===== config.mk =====
export PLATFORM = sky130hd
export DESIGN_NAME = hdbi_host_port
export DESIGN_NICKNAME = d
export VERILOG_FILES = /design/src/rtl/hdbi_lane_parity.v /design/src/rtl/hdbi_addr_latch.v /design/src/rtl/hdbi_host_port.v
export VERILOG_INCLUDE_DIRS = /design/src /design/src/include
export SDC_FILE = /design/constraint.sdc
export NUM_CORES = 1
export LEC_CHECK = 0
export BUFFER_PORTS_ARGS = -buffer_cell sky130_fd_sc_hd__buf_2
export CAP_MARGIN = 20
export CORE_ASPECT_RATIO = 2
export CORE_MARGIN = 2
export CORE_UTILIZATION = 46
export CTS_CLUSTER_DIAMETER = 30
export DETAILED_ROUTE_END_ITERATION = 16
export GPL_ROUTABILITY_DRIVEN = 0
export GPL_TIMING_DRIVEN = 0
export PLACE_DENSITY = 0.75
export REMOVE_ABC_BUFFERS = 1
export SKIP_CTS_REPAIR_TIMING = 1
export SLEW_MARGIN = 20
export SYNTH_ARGS = -nofsm -noshare
export SYNTH_HDL_FRONTEND = slang
export SYNTH_SLANG_ARGS = --single-unit

===== constraint.sdc =====
create_clock -name clk -period 1.3 [get_ports clk]
set_input_delay 0.26 -clock clk [delete_from_list [all_inputs] [get_ports clk]]
set_output_delay 0.26 -clock clk [all_outputs]
set_load 0.02 [all_outputs]

===== src/include/hdbi_defines.vh =====
// Constants for the host and DMA bus interface
`ifndef HDBI_DEFINES_VH
`define HDBI_DEFINES_VH

// ----------------------------------------------------------------
// Register address map as seen by the core
// ----------------------------------------------------------------
`define HDBI_ADDR_W 4
`define HDBI_FIFO_ADDR 4'h2
`define HDBI_INT_STATUS_ADDR 4'h5

// ----------------------------------------------------------------
// Byte lane codes, bit 1 is the upper lane, bit 0 the lower lane
// ----------------------------------------------------------------
`define HDBI_LANES_NONE 2'h0
`define HDBI_LANES_LOW 2'h1
`define HDBI_LANES_HIGH 2'h2
`define HDBI_LANES_BOTH 2'h3

// ----------------------------------------------------------------
// Reset values
// ----------------------------------------------------------------
`define HDBI_RST_BYTE 8'h00
`define HDBI_RST_WORD 16'h0000
`define HDBI_RST_ADDR 4'h0

`endif


===== src/rtl/hdbi_lane_parity.v =====
// Odd parity generator for the two byte lanes of the DMA word bus
`timescale 1ns/10ps

module hdbi_lane_parity (
    input wire [15:0] data,
    output wire [1:0] odd_par
);

    // ----------------------------------------------------------------
    // One parity bit per byte lane
    // ----------------------------------------------------------------
    assign odd_par[1] = ~(^data[15:8]);
    assign odd_par[0] = ~(^data[7:0]);

endmodule // hdbi_lane_parity


===== src/rtl/hdbi_addr_latch.v =====
// Address latch for the multiplexed processor port
`timescale 1ns/10ps
`include "hdbi_defines.vh"

module hdbi_addr_latch (
    input wire clk,
    input wire rstn,
    input wire enable,
    input wire latch_strobe,
    input wire [3:0] port_low,
    output reg [3:0] addr_q
);

    reg strobe_q;

    // ----------------------------------------------------------------
    // Capture on the high-to-low transition of the latch strobe
    // ----------------------------------------------------------------
    always @(posedge clk or negedge rstn) begin
        if (!rstn) begin
            strobe_q <= 1'b0;
            addr_q <= `HDBI_RST_ADDR;
        end else begin
            strobe_q <= latch_strobe;
            if (enable && strobe_q && !latch_strobe) begin
                addr_q <= port_low;
            end
        end
    end

endmodule // hdbi_addr_latch


===== src/rtl/hdbi_host_port.v =====
// Processor and DMA bus port: register access, FIFO transfers, request and interrupt
`timescale 1ns/10ps
`include "hdbi_defines.vh"

// Contract
// - Dual bus: processor port takes register accesses while DMA runs.
// - Multiplexed: port carries address and data; otherwise data, address on pins.
// - Single bus: registers on low DMA byte, FIFO DMA on all sixteen bits.
// - One odd parity bit per DMA byte lane.
// - Multiplexed address captured on latch strobe falling edge.
// - Upper address pins: bits 3,2, or latch strobe and DMA read when multiplexed.
// - Byte control lanes: 00 low, 01 none, 10 both, 11 high.
// - Byte control only when multiplexed, in mode 2 with option bit; else low pins ignored when multiplexed, address bits 1,0 otherwise.
// - DMA write strobe under acknowledge loads bus word into FIFO.
// - Chip select reaches any register; acknowledge reaches only the FIFO.
// - Bus driven only while read strobe with select or acknowledge.
// - Write strobe with chip select writes the addressed register.
// - Interrupt output changes on the rising clock edge, or at once on reset.
// - Interrupt cleared by status read, reset, software reset; not bus reset.
// - Interrupt output has no mask.
// - DMA request follows FIFO data available or room available.
module hdbi_host_port (
    input wire clk,
    input wire rstn,
    input wire cfg_dual_bus,
    input wire cfg_mux_mode,
    input wire cfg_host_mode2,
    input wire cfg_byte_ctrl,
    input wire dma_dir_to_host,
    input wire fifo_has_unit,
    input wire fifo_has_room,
    input wire [7:0] processor_addr_data_port_in,
    output reg [7:0] processor_addr_data_port_out,
    output reg processor_addr_data_port_oe,
    input wire addr3_or_latch_strobe_pin,
    input wire addr2_or_dma_read_pin,
    input wire addr1_or_high_enable_pin,
    input wire addr0_or_low_select_pin,
    input wire chip_select_n,
    input wire read_strobe_n,
    input wire write_strobe_n,
    input wire dma_acknowledge_n,
    input wire dma_write_strobe_n,
    input wire [15:0] dma_word_bus_in,
    output reg [15:0] dma_word_bus_out,
    output reg [1:0] dma_word_bus_oe,
    input wire upper_lane_parity_in,
    input wire lower_lane_parity_in,
    output reg upper_lane_parity_out,
    output reg lower_lane_parity_out,
    output reg upper_lane_parity_oe,
    output reg lower_lane_parity_oe,
    output reg dma_request,
    output reg interrupt_n_out,
    output reg interrupt_n_oe,
    output reg [3:0] reg_addr,
    output reg reg_wr_pulse,
    output reg [7:0] reg_wdata,
    output reg reg_rd_pulse,
    input wire [7:0] reg_rdata,
    output reg fifo_wr_pulse,
    output reg [15:0] fifo_wdata,
    output reg [1:0] fifo_wpar,
    output reg [1:0] fifo_lanes,
    output reg fifo_rd_pulse,
    input wire [15:0] fifo_rdata,
    input wire int_event,
    input wire sw_chip_reset
);

    // ----------------------------------------------------------------
    // Lane decode from high-byte enable and low-byte select
    // ----------------------------------------------------------------
    function [1:0] hdbi_lanes;
        input high_byte_enable;
        input low_byte_select;
        begin
            case ({high_byte_enable, low_byte_select})
                2'h0: hdbi_lanes = `HDBI_LANES_LOW;
                2'h1: hdbi_lanes = `HDBI_LANES_NONE;
                2'h2: hdbi_lanes = `HDBI_LANES_BOTH;
                default: hdbi_lanes = `HDBI_LANES_HIGH;
            endcase
        end
    endfunction

    // ----------------------------------------------------------------
    // Pin decode
    // ----------------------------------------------------------------
    wire single_bus;
    wire [3:0] latched_addr;
    wire [3:0] addr_now;
    wire dma_read_strobe_n;
    wire cs_act;
    wire dma_acknowledge_n_act;
    wire reg_rd_now;
    wire reg_wr_now;
    wire dma_rd_now;
    wire dma_wr_now;
    wire byte_ctrl;
    wire [1:0] lanes_now;
    wire [7:0] reg_bus_in;

    assign single_bus = ~cfg_dual_bus;

    hdbi_addr_latch u_addr_latch (
        .clk(clk),
        .rstn(rstn),
        .enable(cfg_mux_mode),
        .latch_strobe(addr3_or_latch_strobe_pin),
        .port_low(processor_addr_data_port_in[3:0]),
        .addr_q(latched_addr)
    );

    // Multiplexed address comes from the latch, else from the four pins
    assign addr_now = cfg_mux_mode ? latched_addr :
        {addr3_or_latch_strobe_pin, addr2_or_dma_read_pin,
         addr1_or_high_enable_pin, addr0_or_low_select_pin};

    // Pin 2 is the DMA read strobe when multiplexed
    assign dma_read_strobe_n = cfg_mux_mode ? addr2_or_dma_read_pin : read_strobe_n;

    assign cs_act = ~chip_select_n;
    // Single bus: select takes precedence if the host breaks exclusivity
    assign dma_acknowledge_n_act = ~dma_acknowledge_n & ~(single_bus & cs_act);

    assign reg_rd_now = cs_act & ~read_strobe_n;
    assign reg_wr_now = cs_act & ~write_strobe_n;
    assign dma_rd_now = dma_acknowledge_n_act & ~dma_read_strobe_n;
    assign dma_wr_now = dma_acknowledge_n_act & ~dma_write_strobe_n;

    // When multiplexed, low address pins only matter with byte control; otherwise they are address bits 1,0
    assign byte_ctrl = cfg_mux_mode & cfg_host_mode2 & cfg_byte_ctrl;
    assign lanes_now = byte_ctrl ?
        hdbi_lanes(addr1_or_high_enable_pin, addr0_or_low_select_pin) :
        `HDBI_LANES_BOTH;

    // Register data on the low DMA byte in single bus, else processor port
    assign reg_bus_in = single_bus ? dma_word_bus_in[7:0] :
        processor_addr_data_port_in;

    // ----------------------------------------------------------------
    // Read data and parity for the DMA word bus
    // ----------------------------------------------------------------
    reg [15:0] db_d;
    reg [1:0] db_oe_d;
    wire [1:0] par_d;

    always @* begin
        db_d = `HDBI_RST_WORD;
        db_oe_d = `HDBI_LANES_NONE;
        if (dma_rd_now) begin
            db_d = fifo_rdata;
            db_oe_d = lanes_now;
        end else if (single_bus && reg_rd_now) begin
            db_d = {8'h00, reg_rdata};
            db_oe_d = `HDBI_LANES_LOW;
        end
    end

    hdbi_lane_parity u_lane_parity (
        .data(db_d),
        .odd_par(par_d)
    );

    // ----------------------------------------------------------------
    // Access tracking state
    // ----------------------------------------------------------------
    reg reg_wr_act_q;
    reg reg_rd_seen_q;
    reg dma_wr_act_q;
    reg dma_rd_act_q;
    reg [3:0] wcap_addr_q;
    reg [7:0] wcap_data_q;
    reg [15:0] dcap_data_q;
    reg [1:0] dcap_par_q;
    reg [1:0] dcap_lanes_q;
    reg [1:0] rcap_lanes_q;
    reg int_pend_q;

    wire reg_wr_done;
    wire reg_rd_start;
    wire dma_wr_done;
    wire dma_rd_done;
    wire int_clear;

    assign reg_wr_done = reg_wr_act_q & ~reg_wr_now;
    // A read start waits one cycle if a write commit occupies the port
    assign reg_rd_start = reg_rd_now & ~reg_rd_seen_q & ~reg_wr_done;
    assign dma_wr_done = dma_wr_act_q & ~dma_wr_now;
    assign dma_rd_done = dma_rd_act_q & ~dma_rd_now;
    assign int_clear = (reg_rd_start && addr_now == `HDBI_INT_STATUS_ADDR) ||
        sw_chip_reset;

    // ----------------------------------------------------------------
    // Strobe capture: data held while the strobe is low
    // ----------------------------------------------------------------
    always @(posedge clk or negedge rstn) begin
        if (!rstn) begin
            reg_wr_act_q <= 1'b0;
            reg_rd_seen_q <= 1'b0;
            dma_wr_act_q <= 1'b0;
            dma_rd_act_q <= 1'b0;
            wcap_addr_q <= `HDBI_RST_ADDR;
            wcap_data_q <= `HDBI_RST_BYTE;
            dcap_data_q <= `HDBI_RST_WORD;
            dcap_par_q <= `HDBI_LANES_NONE;
            dcap_lanes_q <= `HDBI_LANES_NONE;
            rcap_lanes_q <= `HDBI_LANES_NONE;
        end else begin
            reg_wr_act_q <= reg_wr_now;
            dma_wr_act_q <= dma_wr_now;
            dma_rd_act_q <= dma_rd_now;
            if (!reg_rd_now) begin
                reg_rd_seen_q <= 1'b0;
            end else if (reg_rd_start) begin
                reg_rd_seen_q <= 1'b1;
            end
            if (reg_wr_now) begin
                wcap_addr_q <= addr_now;
                wcap_data_q <= reg_bus_in;
            end
            if (dma_wr_now) begin
                dcap_data_q <= dma_word_bus_in;
                dcap_par_q <= {upper_lane_parity_in, lower_lane_parity_in};
                dcap_lanes_q <= lanes_now;
            end
            if (dma_rd_now) begin
                rcap_lanes_q <= lanes_now;
            end
        end
    end

    // ----------------------------------------------------------------
    // Core side requests
    // ----------------------------------------------------------------
    always @(posedge clk or negedge rstn) begin
        if (!rstn) begin
            reg_addr <= `HDBI_RST_ADDR;
            reg_wr_pulse <= 1'b0;
            reg_wdata <= `HDBI_RST_BYTE;
            reg_rd_pulse <= 1'b0;
            fifo_wr_pulse <= 1'b0;
            fifo_wdata <= `HDBI_RST_WORD;
            fifo_wpar <= `HDBI_LANES_NONE;
            fifo_lanes <= `HDBI_LANES_NONE;
            fifo_rd_pulse <= 1'b0;
        end else begin
            reg_wr_pulse <= 1'b0;
            reg_rd_pulse <= 1'b0;
            fifo_wr_pulse <= 1'b0;
            fifo_rd_pulse <= 1'b0;
            if (reg_wr_done) begin
                reg_addr <= wcap_addr_q;
                reg_wdata <= wcap_data_q;
                reg_wr_pulse <= 1'b1;
            end else if (reg_rd_start) begin
                reg_addr <= addr_now;
                reg_rd_pulse <= 1'b1;
            end
            if (dma_wr_done && dcap_lanes_q != `HDBI_LANES_NONE) begin
                fifo_wdata <= dcap_data_q;
                fifo_wpar <= dcap_par_q;
                fifo_lanes <= dcap_lanes_q;
                fifo_wr_pulse <= 1'b1;
            end else if (dma_rd_done && rcap_lanes_q != `HDBI_LANES_NONE) begin
                fifo_lanes <= rcap_lanes_q;
                fifo_rd_pulse <= 1'b1;
            end
        end
    end

    // ----------------------------------------------------------------
    // Bus drivers
    // ----------------------------------------------------------------
    always @(posedge clk or negedge rstn) begin
        if (!rstn) begin
            processor_addr_data_port_out <= `HDBI_RST_BYTE;
            processor_addr_data_port_oe <= 1'b0;
            dma_word_bus_out <= `HDBI_RST_WORD;
            dma_word_bus_oe <= `HDBI_LANES_NONE;
            upper_lane_parity_out <= 1'b0;
            lower_lane_parity_out <= 1'b0;
            upper_lane_parity_oe <= 1'b0;
            lower_lane_parity_oe <= 1'b0;
        end else begin
            processor_addr_data_port_out <= reg_rdata;
            processor_addr_data_port_oe <= cfg_dual_bus & reg_rd_now;
            dma_word_bus_out <= db_d;
            dma_word_bus_oe <= db_oe_d;
            upper_lane_parity_out <= par_d[1];
            lower_lane_parity_out <= par_d[0];
            upper_lane_parity_oe <= db_oe_d[1];
            lower_lane_parity_oe <= db_oe_d[0];
        end
    end

    // ----------------------------------------------------------------
    // DMA request and interrupt
    // ----------------------------------------------------------------
    always @(posedge clk or negedge rstn) begin
        if (!rstn) begin
            dma_request <= 1'b0;
            int_pend_q <= 1'b0;
            interrupt_n_out <= 1'b0;
            interrupt_n_oe <= 1'b0;
        end else begin
            dma_request <= dma_dir_to_host ? fifo_has_unit : fifo_has_room;
            // A new event wins over a clear in the same cycle
            int_pend_q <= int_event | (int_pend_q & ~int_clear);
            interrupt_n_out <= 1'b0;
            // Open drain: pull low while pending, no mask on the path
            interrupt_n_oe <= int_event | (int_pend_q & ~int_clear);
        end
    end

endmodule // hdbi_host_port


==> flow_summary.yaml <==
routing:
  drt_iter0_drc: 305
  post_drt_wl_per_cell_um: 17.07
  drcViolationCount: 0
  dr.pass1.iters: 4
  num_vias: 3394
  routed_wl_um: 11160
  ant_nets: 0
  viasPerCell: 5.190
grt:
  grt_max_degree: 86
  first_global_vias: 3320
  grt_usage_pct: 19.53
  antenna_found_initial: 0
  grt_pass1_wl_um: 15710
  grt-ovfl-total: 0
floorplanning:
  start_util_pct: 47.43
  pin_count: 140
  num_rows: 50
  core_um2: 9384
  die_w_um: 73.55
  die_y_um: 143.1
  dieArea_um2: 10530
power:
  clkPwrFrac_pct: 31.7
  p_sw_mw: 2.848
  switching_share_pct: 29.89
  seqPwrFrac_pct: 45.0
  power.leakage_nw: 3.214
  p_int_mw: 6.682
  pwr-share-comb_pct: 23.3
  powerDensity_nw_per_um2: 1588
  ir_drop_mv: 1.087
critical_path:
  crit_chain: "buf_8, o21ba_4, buf_4, a32oi_2, xor2_1, xnor2_1, xnor2_1"
  crit_fanout: 18
  worstSetupPathType: "input port to flop"
  critPathLaunchType: "input port"
  rr_endpoint: "fifo_wdata[8]"
  crit_top_cell: "xnor2_1"
  cpPeakStageDelay_ns: 0.26
  reg2reg_depth: 3
  worstSetupEndpointType: "flop"
  arrival_ns: 1.61
  crit_path_top_delay_cell: "o21ba_4"
  worst_ep_required_time_ns: 1.56
  reg2reg_setup_slack_ns: -0.04
  r2r_start: "dcap_lanes_q[1]"
yosys:
  async_flop_share_pct: 100.0
  syn_inst: 387
  synth_area_um2: 4451
  synth-seq-cells: 110
  yosysUniqueCellTypes: 39
  syn_area_per_cell_um2: 11.50
  synth_edf_count: 0
  yosysSeqAreaShare_pct: 61.85
  ys.flop_type: "dfrtp_1"
  yosysWarnings: 0
outcome:
  violations: "setup timing"
  status: "finished with violations"
final_layout:
  num_antenna_cells: 0
  drive_above_1_share_pct: 43.09
  layout_common_cells: "buf_2, dfrtp_1, nand2_1"
  final_common_cell: "buf_2"
  area_growth_pct: 34.80
  instances_no_fill: 654
  layout.nets: 615
  fin_area_um2: 6000
timing:
  holdWs_ns: 0.05069
  setup_tns_ns: -0.5609
  hold_violations: 0
  rsz0062_at_grt: "true"
  skew_ns: 0.008433
  final-setup-viol-count: 17
  setup_ws_ns: -0.04933
  finalMaxSlewViolations: 0
  fin_crit_sh_pct: 103.8
  fin_crit_ns: 1.349
  fmax_mhz: 741.1
clock_network:
  clkLatencyLatePin_ns: 0.35
  clkTransAtPathRegs_ns: 0.07
  cts.sink_count: 110
  htree_levels: 3
  cts_buffers: 9
  cts_tree: "built"
  root_buffer: "clkbuf_16"
  clockBufferDepth: 2
hold_path:
  hold_class: "input port to flop"
  hold_start: "reg_rdata[1]"
  whs_endpoint: "processor_addr_data_port_out[1]"
  holdPathStages: 1
run:
  maxCapViolations: 0
placed_design:
  place_inst: 608
  dpl.hpwl_um: 7143
  place_area_um2: 5166
  portBuffers: 138
[stage by stage]
| stage | total power [mW] | util, % | setup slack [ns] |
|---|---|---|---|
| after floorplan | 5.402 | - | -0.4959 |
| after global placement | 6.150 | 54.69 | -1.403 |
| after detailed placement | 6.243 | 55.05 | -1.401 |
| after CTS | 9.245 | 58.55 | -1.035 |
| after global routing | 9.957 | 63.93 | -0.1067 |
| final | 9.530 | 63.93 | -0.04933 |
[state kept, by name (all words and copies together), names as in the netlist, 2 cells and up]
name and count:
rcap_lanes_q 2, fifo_wdata 16, reg_wdata 8, reg_addr 4, dcap_par_q 2, dma_word_bus_out 16
dcap_data_q 16, dcap_lanes_q 2, dma_word_bus_oe 2, processor_addr_data_port_out 8, wcap_addr_q 4, u_addr_latch.addr_q 4
wcap_data_q 8, fifo_wpar 2, fifo_lanes 2
[worst max-delay path by stage]
stage	start	endpoint	slack, ns	cells after the start
final	cfg_dual_bus	lower_lane_parity_out	-0.05	7
after floorplan	chip_select_n	fifo_wdata[2]	-0.50	4
after CTS	cfg_dual_bus	fifo_wdata[1]	-1.03	5
after global routing	reg_rd_seen_q	int_pend_q	-0.11	4
after global placement	cfg_dual_bus	dcap_data_q[6]	-1.40	6
after detailed placement	cfg_dual_bus	fifo_wdata[7]	-1.40	5
[kinds of logic after synthesis]
| logic type | Yosys count | synth area share [%] |
|---|---|---|
| simple gates | 152 | 15.44 |
| flops | 110 | 61.85 |
| compound gates | 43 | 6.916 |
| mux | 40 | 9.755 |
| buf+inv | 30 | 3.796 |
| xor+xnor | 11 | 2.165 |
| other cells | 1 | 0.08426 |
[worst max-delay path, delay by kind of cell]
kind                   cells  cell delay (ns)
AO/OA/AOI/OAI              2             0.50
buffers and inverters      2             0.30
XOR/XNOR                   3             0.54
[power by group through the flow]
stage                     clock (mW)  sequential [mW]  combinational (mW)
after CTS                       3.06             4.26                1.93
after global routing            3.21             4.35                2.40
final                           3.02             4.29                2.22
after global placement             0             4.29                1.86
after detailed placement           0             4.32                1.92
after floorplan                    0             4.75               0.652
[Yosys cell counts (all sizes together) (5+ instances only)]
library cell | number | share of area (%)
buf | 15 | 2.5
xnor2 | 8 | 1.6
o21ai | 17 | 1.9
clkbuf | 7 | 0.59
dfrtp | 110 | 62
nand2b | 13 | 1.8
nor2 | 5 | 0.42
and3 | 10 | 1.4
nand2 | 105 | 8.9
mux2i | 13 | 2.9
mux2 | 27 | 6.8
nor4b | 6 | 1.2
inv | 8 | 0.67
a21oi | 7 | 0.87
a21o | 6 | 1.0
[cell type report]
| type | count | area [um^2] |
|---|---|---|
| inverter | 8 | 37.54 |
| multi-input combinational | 250 | 1742 |
| timing repair buffer | 164 | 994.7 |
| timing repair inverter | 2 | 15.01 |
| fill | 718 | 3385 |
| sequential | 110 | 2753 |
| clock inverter | 7 | 102.6 |
| clock buffer | 9 | 225.2 |
| tap | 104 | 130.1 |
[metal layers]
layer / vias up / global-route usage (%) / share of wire [%]
met5: - / 0 / 0
met4: 0 / 7.560 / 1.8
met3: 14 / 3.317 / 3.9
met2: 107 / 34.63 / 56
met1: 1665 / 22.83 / 38
li1: 1608 / - / -
No activity file was read; power rests on OpenSTA's default activity.
